<file path="config.mk">
export PLATFORM = sky130hd
export DESIGN_NAME = spc_device_flat
export DESIGN_NICKNAME = d
export VERILOG_FILES = /design/src/verilog/spc_pkg.sv /design/src/verilog/spc_link_if.sv /design/src/verilog/spc_device.sv /design/src/flat_wrapper.sv
export SDC_FILE = /design/constraint.sdc
export NUM_CORES = 1
export LEC_CHECK = 0
export BUFFER_PORTS_ARGS = -buffer_cell sky130_fd_sc_hd__buf_2
export CAP_MARGIN = 20
export CORE_UTILIZATION = 58
export CTS_CLUSTER_SIZE = 10
export DETAILED_ROUTE_END_ITERATION = 12
export PLACE_DENSITY_LB_ADDON = 0.25
export SLEW_MARGIN = 20
export SYNTH_ARGS = -nofsm -noshare
export SYNTH_HDL_FRONTEND = slang
export SYNTH_SLANG_ARGS = --single-unit
</file>
<file path="constraint.sdc">
create_clock -name mclk -period 2.3 [get_ports mclk]
set_input_delay 0.115 -clock mclk [delete_from_list [all_inputs] [get_ports mclk]]
set_output_delay 0.115 -clock mclk [all_outputs]
set_load 0.005 [all_outputs]
</file>
<file path="src/verilog/spc_pkg.sv">
// Package for the speech command port: shared constants and types.
// Assumes a single 25 MHz clock (mclk) on both ends.
package spc_pkg;
  // ==========================================================
  // Widths
  localparam int IDX_W  = 8;
  localparam int ADDR_W = 14;
  localparam int DATA_W = 8;
  // ==========================================================
  // Timing
  localparam int CLK_MHZ        = 25;
  localparam int ROM_VALID_NS   = 2000;
  localparam int ROM_WAIT_CYC   = (ROM_VALID_NS * CLK_MHZ + 999) / 1000;
  localparam int SPEECH_MAX_US  = 410;
  localparam int SPEECH_MAX_CYC = SPEECH_MAX_US * CLK_MHZ;
  localparam int DEBOUNCE_CYC   = 16;
  localparam int SAMPLE_DIV     = 25;
  localparam int STRB_WIDTH_NS  = 430;
  localparam int STRB_CYC       = (STRB_WIDTH_NS * CLK_MHZ + 999) / 1000 + DEBOUNCE_CYC;
  // ==========================================================
  // Command kinds and data codes
  localparam logic CMD_START = 1'b0;
  localparam logic CMD_CLEAR = 1'b1;
  localparam logic [7:0] TAG_END     = 8'hff;
  localparam logic [7:0] TAG_SILENCE = 8'hfe;
  localparam logic [ADDR_W-1:0] RESET_ADDR = 14'h0000;
  typedef enum logic [2:0] {
    SPC_IDLE, SPC_PWR, SPC_PTR_LO, SPC_PTR_HI, SPC_PARAM, SPC_WAVE, SPC_SILENCE
  } spc_state_t;
endpackage

</file>
<file path="src/verilog/spc_link_if.sv">
// Interface joining the host end and the speech processor end, plus ROM.
// Assumes both ends run on the same mclk.
`timescale 1ns/1ps
`default_nettype none
interface spc_link_if;
  logic                      port_sel_n;
  logic                      wr_n;
  logic                      command_kind_select;
  logic [spc_pkg::IDX_W-1:0] expression_index_bus;
  logic                      sequence_done_flag;
  logic [spc_pkg::ADDR_W-1:0] rom_addr;
  logic [spc_pkg::DATA_W-1:0] rom_data;
  logic                      rom_power_enable;
  modport device (
    input  port_sel_n, wr_n, command_kind_select, expression_index_bus, rom_data,
    output sequence_done_flag, rom_addr, rom_power_enable
  );
  modport host (
    output port_sel_n, wr_n, command_kind_select, expression_index_bus,
    input  sequence_done_flag
  );
endinterface
`default_nettype wire

</file>
<file path="src/verilog/spc_device.sv">
// Speech processor command front end and ROM fetch sequencer.
// Assumes host pins are asynchronous and ROM data is combinational on rom_addr.
`timescale 1ns/1ps
`default_nettype none
module spc_device (
  input  wire logic                       mclk,
  input  wire logic                       srst,
  spc_link_if.device                      link,
  output logic                            speech_valid,
  output logic [spc_pkg::DATA_W-1:0]      speech_sample,
  output logic [spc_pkg::DATA_W-1:0]      speech_param,
  output logic                            busy
);
  // ==========================================================
  // Pin synchronisers
  logic       sel_n_m_r, sel_n_s_r, wr_n_m_r, wr_n_s_r, kind_m_r, kind_s_r;
  logic [7:0] idx_m_r, idx_s_r;
  always_ff @(posedge mclk) begin
    sel_n_m_r <= link.port_sel_n;
    sel_n_s_r <= sel_n_m_r;
    wr_n_m_r  <= link.wr_n;
    wr_n_s_r  <= wr_n_m_r;
    kind_m_r  <= link.command_kind_select;
    kind_s_r  <= kind_m_r;
    idx_m_r   <= link.expression_index_bus;
    idx_s_r   <= idx_m_r;
  end
  // ==========================================================
  // Debounce of write strobe
  // A new level must hold for DEBOUNCE_CYC clocks before it is taken, so
  // switch bounce and short glitches never trigger a command; capture below still follows the synchronised strobe
  logic       wr_db_r;
  logic [4:0] db_cnt_r;
  wire        wr_differs = (wr_n_s_r != wr_db_r);
  always_ff @(posedge mclk) begin
    if (srst) begin
      wr_db_r  <= 1'b1;
      db_cnt_r <= 5'h00;
    end else if (!wr_differs) begin
      db_cnt_r <= 5'h00;
    end else if (db_cnt_r == 5'(spc_pkg::DEBOUNCE_CYC - 1)) begin
      wr_db_r  <= wr_n_s_r;
      db_cnt_r <= 5'h00;
    end else begin
      db_cnt_r <= db_cnt_r + 5'h01;
    end
  end
  // ==========================================================
  // Command capture
  // Select, kind and index follow the pins only while the synchronised
  // strobe is low, so they freeze at its release; the host may drop select
  // right after the strobe, long before the debounced edge arrives
  logic       sel_seen_r, kind_held_r;
  logic [7:0] idx_hold_r;
  wire        wr_low  = !wr_n_s_r;
  wire        wr_rise = wr_db_r == 1'b0 && wr_differs &&
                        db_cnt_r == 5'(spc_pkg::DEBOUNCE_CYC - 1);
  wire        cmd_go  = wr_rise && sel_seen_r;
  wire        start   = cmd_go && kind_held_r == spc_pkg::CMD_START;
  always_ff @(posedge mclk) begin
    if (srst) begin
      sel_seen_r  <= 1'b0;
      kind_held_r <= 1'b1;
      idx_hold_r  <= 8'h00;
    end else if (wr_low) begin
      sel_seen_r  <= !sel_n_s_r;
      kind_held_r <= kind_s_r;
      if (!sel_n_s_r)
        idx_hold_r <= idx_s_r;
    end
  end
  // ==========================================================
  // Fetch sequencer
  // ROM layout: two pointer bytes at twice the index, then records of a
  // length byte and samples, a silence tag and count, or the end tag
  spc_pkg::spc_state_t st_r, st_nxt;
  logic [13:0] addr_r;
  logic [7:0]  ptr_lo_r, len_r;
  logic [6:0]  wait_r;
  logic [15:0] sil_r;
  logic        done_r, pwr_r, sil_arm_r;
  wire [7:0] d = link.rom_data;
  wire wait_done = wait_r == 7'(spc_pkg::ROM_WAIT_CYC);
  logic [4:0] div_r;
  wire tick = div_r == 5'(spc_pkg::SAMPLE_DIV - 1);
  wire is_end    = d == spc_pkg::TAG_END;
  wire is_sil    = d == spc_pkg::TAG_SILENCE;
  wire wave_last = tick && len_r == 8'h00;
  wire sil_last  = tick && !sil_arm_r && sil_r == 16'h0000;
  wire seq_end   = st_r == spc_pkg::SPC_PARAM && is_end && !start;
  // Step to the next ROM byte; the address wraps at the top of the space
  function automatic logic [13:0] step_addr(input logic [13:0] a);
    return a + 14'h0001;
  endfunction
  always_comb begin
    st_nxt = st_r;
    unique case (st_r)
      spc_pkg::SPC_IDLE:    st_nxt = st_r;
      spc_pkg::SPC_PWR:     if (wait_done) st_nxt = spc_pkg::SPC_PTR_LO;
      spc_pkg::SPC_PTR_LO:  st_nxt = spc_pkg::SPC_PTR_HI;
      spc_pkg::SPC_PTR_HI:  st_nxt = spc_pkg::SPC_PARAM;
      spc_pkg::SPC_PARAM:   if (is_end) st_nxt = spc_pkg::SPC_IDLE;
                            else if (is_sil) st_nxt = spc_pkg::SPC_SILENCE;
                            else st_nxt = spc_pkg::SPC_WAVE;
      spc_pkg::SPC_WAVE:    if (wave_last) st_nxt = spc_pkg::SPC_PARAM;
      spc_pkg::SPC_SILENCE: if (sil_last) st_nxt = spc_pkg::SPC_PARAM;
    endcase
    if (start)
      st_nxt = spc_pkg::SPC_PWR;
  end
  always_ff @(posedge mclk) begin
    if (srst) begin
      st_r <= spc_pkg::SPC_IDLE;
      addr_r <= spc_pkg::RESET_ADDR;
      ptr_lo_r <= 8'h00;
      len_r <= 8'h00;
      sil_r <= 16'h0000;
      wait_r <= 7'h00;
      div_r <= 5'h00;
      sil_arm_r <= 1'b0;
      pwr_r <= 1'b0;
      speech_valid <= 1'b0;
      speech_sample <= 8'h00;
      speech_param <= 8'h00;
    end else begin
      st_r <= st_nxt;
      div_r <= tick ? 5'h00 : div_r + 5'h01;
      speech_valid <= 1'b0;
      if (start) begin
        addr_r <= {5'h00, idx_hold_r, 1'b0};
        wait_r <= 7'h00;
        pwr_r  <= 1'b1;
        sil_arm_r <= 1'b0;
      end else begin
        unique case (st_r)
          spc_pkg::SPC_IDLE: pwr_r <= 1'b0;
          spc_pkg::SPC_PWR: if (!wait_done) wait_r <= wait_r + 7'h01;
          spc_pkg::SPC_PTR_LO: begin
            ptr_lo_r <= d;
            addr_r   <= step_addr(addr_r);
          end
          spc_pkg::SPC_PTR_HI: addr_r <= {d[5:0], ptr_lo_r};
          spc_pkg::SPC_PARAM: begin
            speech_param <= d;
            len_r <= d;
            sil_arm_r <= is_sil;
            addr_r <= step_addr(addr_r);
          end
          spc_pkg::SPC_WAVE: if (tick) begin
            speech_sample <= d;
            speech_valid  <= 1'b1;
            len_r  <= len_r - 8'h01;
            addr_r <= step_addr(addr_r);
          end
          spc_pkg::SPC_SILENCE: if (sil_arm_r) begin
            sil_r     <= {d, 8'hff};
            sil_arm_r <= 1'b0;
            addr_r    <= step_addr(addr_r);
          end else if (tick) begin
            speech_sample <= 8'h80;
            speech_valid  <= 1'b1;
            sil_r <= sil_r - 16'h0001;
          end
        endcase
      end
    end
  end
  // ==========================================================
  // Completion flag: an end in the same cycle as a clear-only command
  // still leaves the flag set, so the host never misses a completion
  always_ff @(posedge mclk) begin
    if (srst)
      done_r <= 1'b0;
    else if (seq_end)
      done_r <= 1'b1;
    else if (cmd_go)
      done_r <= 1'b0;
  end
  // ==========================================================
  // Link outputs
  // Playback runs regardless of select after the command
  assign busy = st_r != spc_pkg::SPC_IDLE;
  assign link.sequence_done_flag = done_r;
  assign link.rom_addr = addr_r;
  assign link.rom_power_enable = pwr_r;
endmodule // spc_device
`default_nettype wire

</file>
<file path="src/flat_wrapper.sv">
// flat-port wrapper written by rule: the top's interface ports become plain ports
module spc_device_flat 
  (mclk, srst, speech_valid, speech_sample, speech_param, busy, link_port_sel_n, link_wr_n, link_command_kind_select, link_expression_index_bus, link_rom_data, link_sequence_done_flag, link_rom_addr, link_rom_power_enable);
  spc_link_if link_i ();
  input  wire logic mclk;
  input  wire logic srst;
  output logic speech_valid;
  output logic [spc_pkg::DATA_W-1:0] speech_sample;
  output logic [spc_pkg::DATA_W-1:0] speech_param;
  output logic busy;
  input wire logic [$bits(link_i.port_sel_n)-1:0] link_port_sel_n;
  input wire logic [$bits(link_i.wr_n)-1:0] link_wr_n;
  input wire logic [$bits(link_i.command_kind_select)-1:0] link_command_kind_select;
  input wire logic [$bits(link_i.expression_index_bus)-1:0] link_expression_index_bus;
  input wire logic [$bits(link_i.rom_data)-1:0] link_rom_data;
  output wire logic [$bits(link_i.sequence_done_flag)-1:0] link_sequence_done_flag;
  output wire logic [$bits(link_i.rom_addr)-1:0] link_rom_addr;
  output wire logic [$bits(link_i.rom_power_enable)-1:0] link_rom_power_enable;
  assign link_i.port_sel_n = link_port_sel_n;
  assign link_i.wr_n = link_wr_n;
  assign link_i.command_kind_select = link_command_kind_select;
  assign link_i.expression_index_bus = link_expression_index_bus;
  assign link_i.rom_data = link_rom_data;
  assign link_sequence_done_flag = link_i.sequence_done_flag;
  assign link_rom_addr = link_i.rom_addr;
  assign link_rom_power_enable = link_i.rom_power_enable;
  spc_device u_core (.mclk(mclk), .srst(srst), .link(link_i), .speech_valid(speech_valid), .speech_sample(speech_sample), .speech_param(speech_param), .busy(busy));
endmodule
</file>
Word level (Yosys, flattened, before mapping)
Cells that the tools add are included.
Widths: inputs -> output; s select.
{ "totals": {"regBits": 119} }
{ "classes": {"add_sub_neg": 6, "n_eq_ne": 25, "muxes": 27, "bitwise_logic": 8, "reduce_logical": 40} }
{ "op_table": {"columns": ["operator", "n"], "rows": [
  ["$pmux 14 s4", 1],
  ["$mux 16", 2],
  ["$mux 8", 4],
  ["$pmux 8 s2", 2],
  ["$mux 14", 2],
  ["$pmux 3 s6", 1],
  ["$eq 8x8->1 const B", 2],
  ["$logic_not 16->1", 1],
  ["$sub 16x1->16 const B", 1],
  ["$ne 3x1->1 const B", 5],
  ["$add 14x1->14 const B", 1],
  ["$ne 2x1->1 const B", 7],
  ["$mux 3", 4],
  ["$reduce_and 3->1", 4],
  ["$reduce_bool 2->1", 6],
  ["$add 5x1->5 const B", 2],
  ["$reduce_and 2->1", 5],
  ["$eq 3x3->1 const B", 3],
  ["$logic_and 1x1->1", 9],
  ["$mux 9", 1],
  ["$logic_not 8->1", 1],
  ["$not 1->1", 8],
  ["$reduce_and 4->1", 2],
  ["$sub 8x1->8 const B", 1],
  ["other kinds (19)", 31]
]} }

Depth between registers and ports, before layout
{ "depth": {"ltp_word": 8, "depth_mapped": 9} }

Worst setup path before layout
OpenSTA, ideal clock, no wires.
{ "synth_timing": {"path_type": "reg-to-reg", "startpoint": "register u_core.db_cnt_r[0]", "endpoint": "register u_core.addr_r[6], in the netlist u_core.link.rom_addr[6]", "setup_ps": 86, "arrival_time_ps": 1946, "path_slack_ps": 268, "path_stages_with_launch": 9, "path_buffers": 2, "cell_sequence": "dfxtp_1 ha_1 and3_1 ha_1 nand4b_1 clkbuf_1 buf_1 nor2_1 a211oi_1"} }
{ "synth_between": {"elab_chain_cells": 6, "word_cells_on_any_way": 9, "classes_between": "3 x eq/ne; 1 x mux; 5 x reduce/logical"} }
{ "synth_rtl": {"columns": ["item", "line", "text"], "rows": [
  ["start, declared", "spc_device.sv:33", "logic [4:0] db_cnt_r;"],
  ["start signal, assigned", "spc_device.sv:45", "db_cnt_r <= db_cnt_r + 5'h01;"],
  ["$eq 5x4->1 (*)", "spc_device.sv:57", "db_cnt_r == 5'(spc_pkg::DEBOUNCE_CYC - 1);"],
  ["$logic_and 1x1->1 (*)", "spc_device.sv:56", "wire wr_rise = wr_db_r == 1'b0 && wr_differs &&"],
  ["$logic_and 1x1->1 (*)", "spc_device.sv:58", "wire cmd_go = wr_rise && sel_seen_r;"],
  ["$logic_and 1x1->1 (*)", "spc_device.sv:59", "wire start = cmd_go && kind_held_r == spc_pkg::CMD_START;"],
  ["$ne 3x1->1 (no source line) or $reduce_bool 5->1 (tied branches)", null, null],
  ["$reduce_and 3->1 (no source line)", null, null],
  ["end signal, assigned", "spc_device.sv:114", "addr_r <= spc_pkg::RESET_ADDR;"],
  ["end signal, assigned", "spc_device.sv:130", "addr_r <= {5'h00, idx_hold_r, 1'b0};"],
  ["end signal, assigned", "spc_device.sv:140", "addr_r <= step_addr(addr_r);"],
  ["end, declared", "spc_device.sv:77", "logic [13:0] addr_r;"]
]} }
Every way passes the cells marked *; elsewhere a longest branch is shown, timed or not.
A chain may end at the register's enable or synchronous reset.

Final worst setup path
{ "layout_timing": {"startpoint": "register u_core.db_cnt_r[0]", "endpoint": "register u_core.sil_r[3]"} }
{ "layout_between": {"elab_chain_cells": 6} }
{ "layout_rtl": {"columns": ["item", "line", "text"], "rows": [
  ["$eq 5x4->1", "spc_device.sv:57", null],
  ["$logic_and 1x1->1", "spc_device.sv:56", null],
  ["$logic_and 1x1->1", "spc_device.sv:58", null],
  ["$logic_and 1x1->1", "spc_device.sv:59", null],
  ["$not 1->1 (no source line)", null, null],
  ["$reduce_and 3->1 (no source line)", null, null],
  ["end signal, assigned", "spc_device.sv:156", "sil_r <= {d, 8'hff};"],
  ["end signal, assigned", "spc_device.sv:162", "sil_r <= sil_r - 16'h0001;"],
  ["end, declared", "spc_device.sv:80", "logic [15:0] sil_r;"]
]} }
Every way passes these cells.

==> key figures <==
Clock network
  • H-tree depth: 4
  • Clk_lat worst skew: 520 ps
  • Number of buffers created by CTS: 17
  • CTS tree: done
  • Clock Tree Root: clkbuf_8
  • CTS clock-pin slew for the worst setup and hold paths: 70 ps
  • # clock sinks: 119
  • Clock Path Buffers: 2

Timing
  • Fin Setup TNS: 0 ps
  • Final hold violation count: 0
  • Setup WS post-layout: 133 ps
  • Setup violations, final: 0
  • Fin crit share: 0.942
  • Max Clk Rate: 461 MHz
  • Fin crit period: 2170 ps
  • Count of pins over their slew limit: 0
  • Slew HR: 0.497
  • RSZ-0062 raised after global routing: no
  • Worst-Margin Slew: 752 ps
  • Max Clock Skew: 13.2 ps

Drt
  • DRT Wirelength: 14600 um
  • Post-route ant nets: 0
  • Routed len/inst: 18.2 um
  • Drt pass-1 iters: 5
  • DRC: 0
  • Avg Vias per Cell: 6.11
  • Via count: 4893
  • Initial DRC count: 416

Yosys
  • Mapped Avg Cell Area: 8.75 um2
  • Syn Inst Count: 598
  • Synth Area in Adders: 0.0263
  • Synth async-reset ratio: 0
  • Area contributors post-synth: dfxtp_1 46%, a21oi_1 5.6%, nand2_1 4.5%
  • Synth Cell Area: 0.00524 mm2
  • Post-synthesis mux area share: 0.0153
  • Yosys top cell area share: 0.455
  • Simple-Gate Fraction of Synth Area: 0.239
  • Register area share after synthesis: 0.455
  • Syn Nets: 630
  • Post-synth EDFFs: 0
  • Synth Area in XOR/XNOR: 0.0351
  • Post-synthesis register bit count: 119
  • Synth warn: 0
  • Main combinational cell family by area after synthesis: simple AND/OR/NAND/NOR gates
  • Synth Flop Type: dfxtp_1
  • Unique masters post-synth: 72
  • Largest area contributor in the netlist: dfxtp_1
  • Complex-gate fraction of the synthesized area: 0.191

Global route
  • First-pass GRT wire length: 23400 um
  • Initial antenna violation count: 0
  • Total track usage: 0.315
  • GRT Residual Overflow: 0
  • Largest net degree at the start of global routing: 46
  • Vias in the first global route: 4750

Critical path
  • Crit Reg-Reg Startpoint: u_core.db_cnt_r[0]$_SDFF_PP0_
  • Crit path arrival time: 2570 ps
  • CP Launch Type: flip-flop
  • CP max FO: 6
  • Critical Path RT: 2700 ps
  • CP Class: reg2reg
  • Crit end category: flip-flop
  • CP startpoint: u_core.db_cnt_r[0]$_SDFF_PP0_

Floorplanning
  • Core Area: 0.00872 mm2
  • Die X: 97.0 um
  • Initial core utilization: 0.600
  • Die height: 97.0 um
  • Io pins: 55
  • Die ar.: 0.00941 mm2
  • # rows: 34

Finish
  • Layout cells sized above 1: 0.183
  • Final instance area: 0.00646 mm2
  • Commonest non-fill, non-tap cell in the layout: dfxtp_1
  • Layout overhead on the synthesized area: 23.4%
  • Commonest non-fill, non-tap cells in the layout: 119 x dfxtp_1, 62 x nand2_1, 59 x a21oi_1
  • Ant diodes: 0
  • Final #Nets: 712
  • Fin util: 0.741
  • Non-filler instance count after layout: 801

Power and ir drop
  • LEAKAGE: 2.52 nW
  • Max IR drop VDD: 814 uV
  • Pwr dens: 805 mW/mm2

Flow run
  • Number of max-cap violations: 0

Outcome
  • Status: completed

Place
  • Dpl cell area: 0.00566 mm2
  • Detailed Place HPWL: 8820 um
  • Port buffer count: 54
  • Placed cells: 749
  • Worst slack, placed: 104 ps
  • RD Place Congestion: 0.885

Hold path
  • Hold WC Path Type: in2reg
  • Hold path startpoint: link_rom_data[5]
[worst paths after layout]
check | end | slack (ps) | depth (start not counted)
worst max-delay path | u_core.sil_r[3]$_SDFFE_PP0P_ | 130 | 9
worst min-delay path | u_core.ptr_lo_r[5]$_SDFFE_PP0P_ | 60 | 4
worst max register to register | u_core.sil_r[3]$_SDFFE_PP0P_ | 130 | 9
worst min register to register | u_core.idx_s_r[4]$_DFF_P_ | 330 | 0
[stage by stage]
stage | hold slack [ps] | power, mW
floorplan | 143 | 2.47
global placement | 217 | 2.59
detailed placement | 219 | 2.61
CTS | 45.8 | 5.19
global route | 69.1 | 5.36
finish | 58.9 | 5.20
[critical path, stage by stage (launching register included)]
cell and delay [ps]:
dfxtp_1 340, ha_1 240, and3_1 190, ha_1 220, nand4b_1 100, buf_4 150
o211ai_2 90, or4_1 430, xor2_1 190, a21oi_1 90
[synthesized netlist by cell type, drive strengths merged (3+ instances only)]
library cell / instances
dfxtp: 119
nand2: 63
a21oi: 59
nor2: 54
nand3: 36
o21ai: 33
nor3: 20
clkbuf: 18
buf: 14
inv: 13
xor2: 12
ha: 11
nand2b: 11
xnor2: 9
mux2i: 8
nand4: 7
nor4: 7
a211o: 6
a211oi: 6
a31oi: 6
and3: 6
or4: 6
o211ai: 5
a22oi: 4
a32o: 4
and2: 4
nor2b: 4
nor3b: 4
a221oi: 3
nand3b: 3
o221ai: 3
o311ai: 3
o31ai: 3
o41ai: 3
or3: 3
[registers in the layout (all words and copies together), names as in the netlist, 3 cells and up]
| signal | flops |
|---|---|
| u_core.len_r | 8 |
| u_core.ptr_lo_r | 8 |
| u_core.wait_r | 7 |
| u_core.idx_s_r | 8 |
| u_core.link.rom_addr | 14 |
| u_core.idx_m_r | 8 |
| u_core.speech_sample | 8 |
| u_core.sil_r | 16 |
| u_core.st_r | 3 |
| u_core.db_cnt_r | 5 |
| u_core.speech_param | 8 |
| u_core.div_r | 5 |
| u_core.idx_hold_r | 8 |
[logic make-up (layout without fill, tap and decap cells)]
kind of cell	count (synthesis)	after routing
AND/OR/NAND/NOR	239	239
AO/OA/AOI/OAI	155	155
flip-flops	119	119
buffers and inverters	45	140
XOR/XNOR	21	21
adder cells (fa/ha/maj)	11	11
multiplexers	8	8
[layout make-up]
| cell class | count | area, um2 |
|---|---|---|
| inverters | 13 | 48.8 |
| well taps | 108 | 135 |
| flip-flops and latches | 119 | 2380 |
| multi-input cells | 434 | 2670 |
| repair buffers | 95 | 642 |
| fillers | 599 | 2260 |
| clock inverters | 15 | 166 |
| clock buffers | 17 | 414 |
[power by group]
part	internal [mW]	leakage, nW	switching, mW
Sequential	2.13	0.970	0.0657
Clock	1.41	0.287	1.18
Combinational	0.169	1.26	0.239
Total	3.71	2.52	1.49
[per-layer routing]
metal | wire length (um) | track usage | up-vias
li1 | - | - | 2337
met1 | 6070 | 0.394 | 2317
met2 | 7160 | 0.519 | 207
met3 | 955 | 0.0751 | 32
met4 | 369 | 0.132 | 0
met5 | 0 | 0 | -
[what timing repair did]
| item | CTS | global route |
|---|---|---|
| hold endpoints to repair | 27 | 0 |
| hold buffers | 19 | 0 |
| setup endpoints to repair | 0 | 32 |
| buffers inserted | 0 | 1 |
| gates resized for setup | 0 | 8 |
Note: power is estimated with default switching activity, not from simulation.
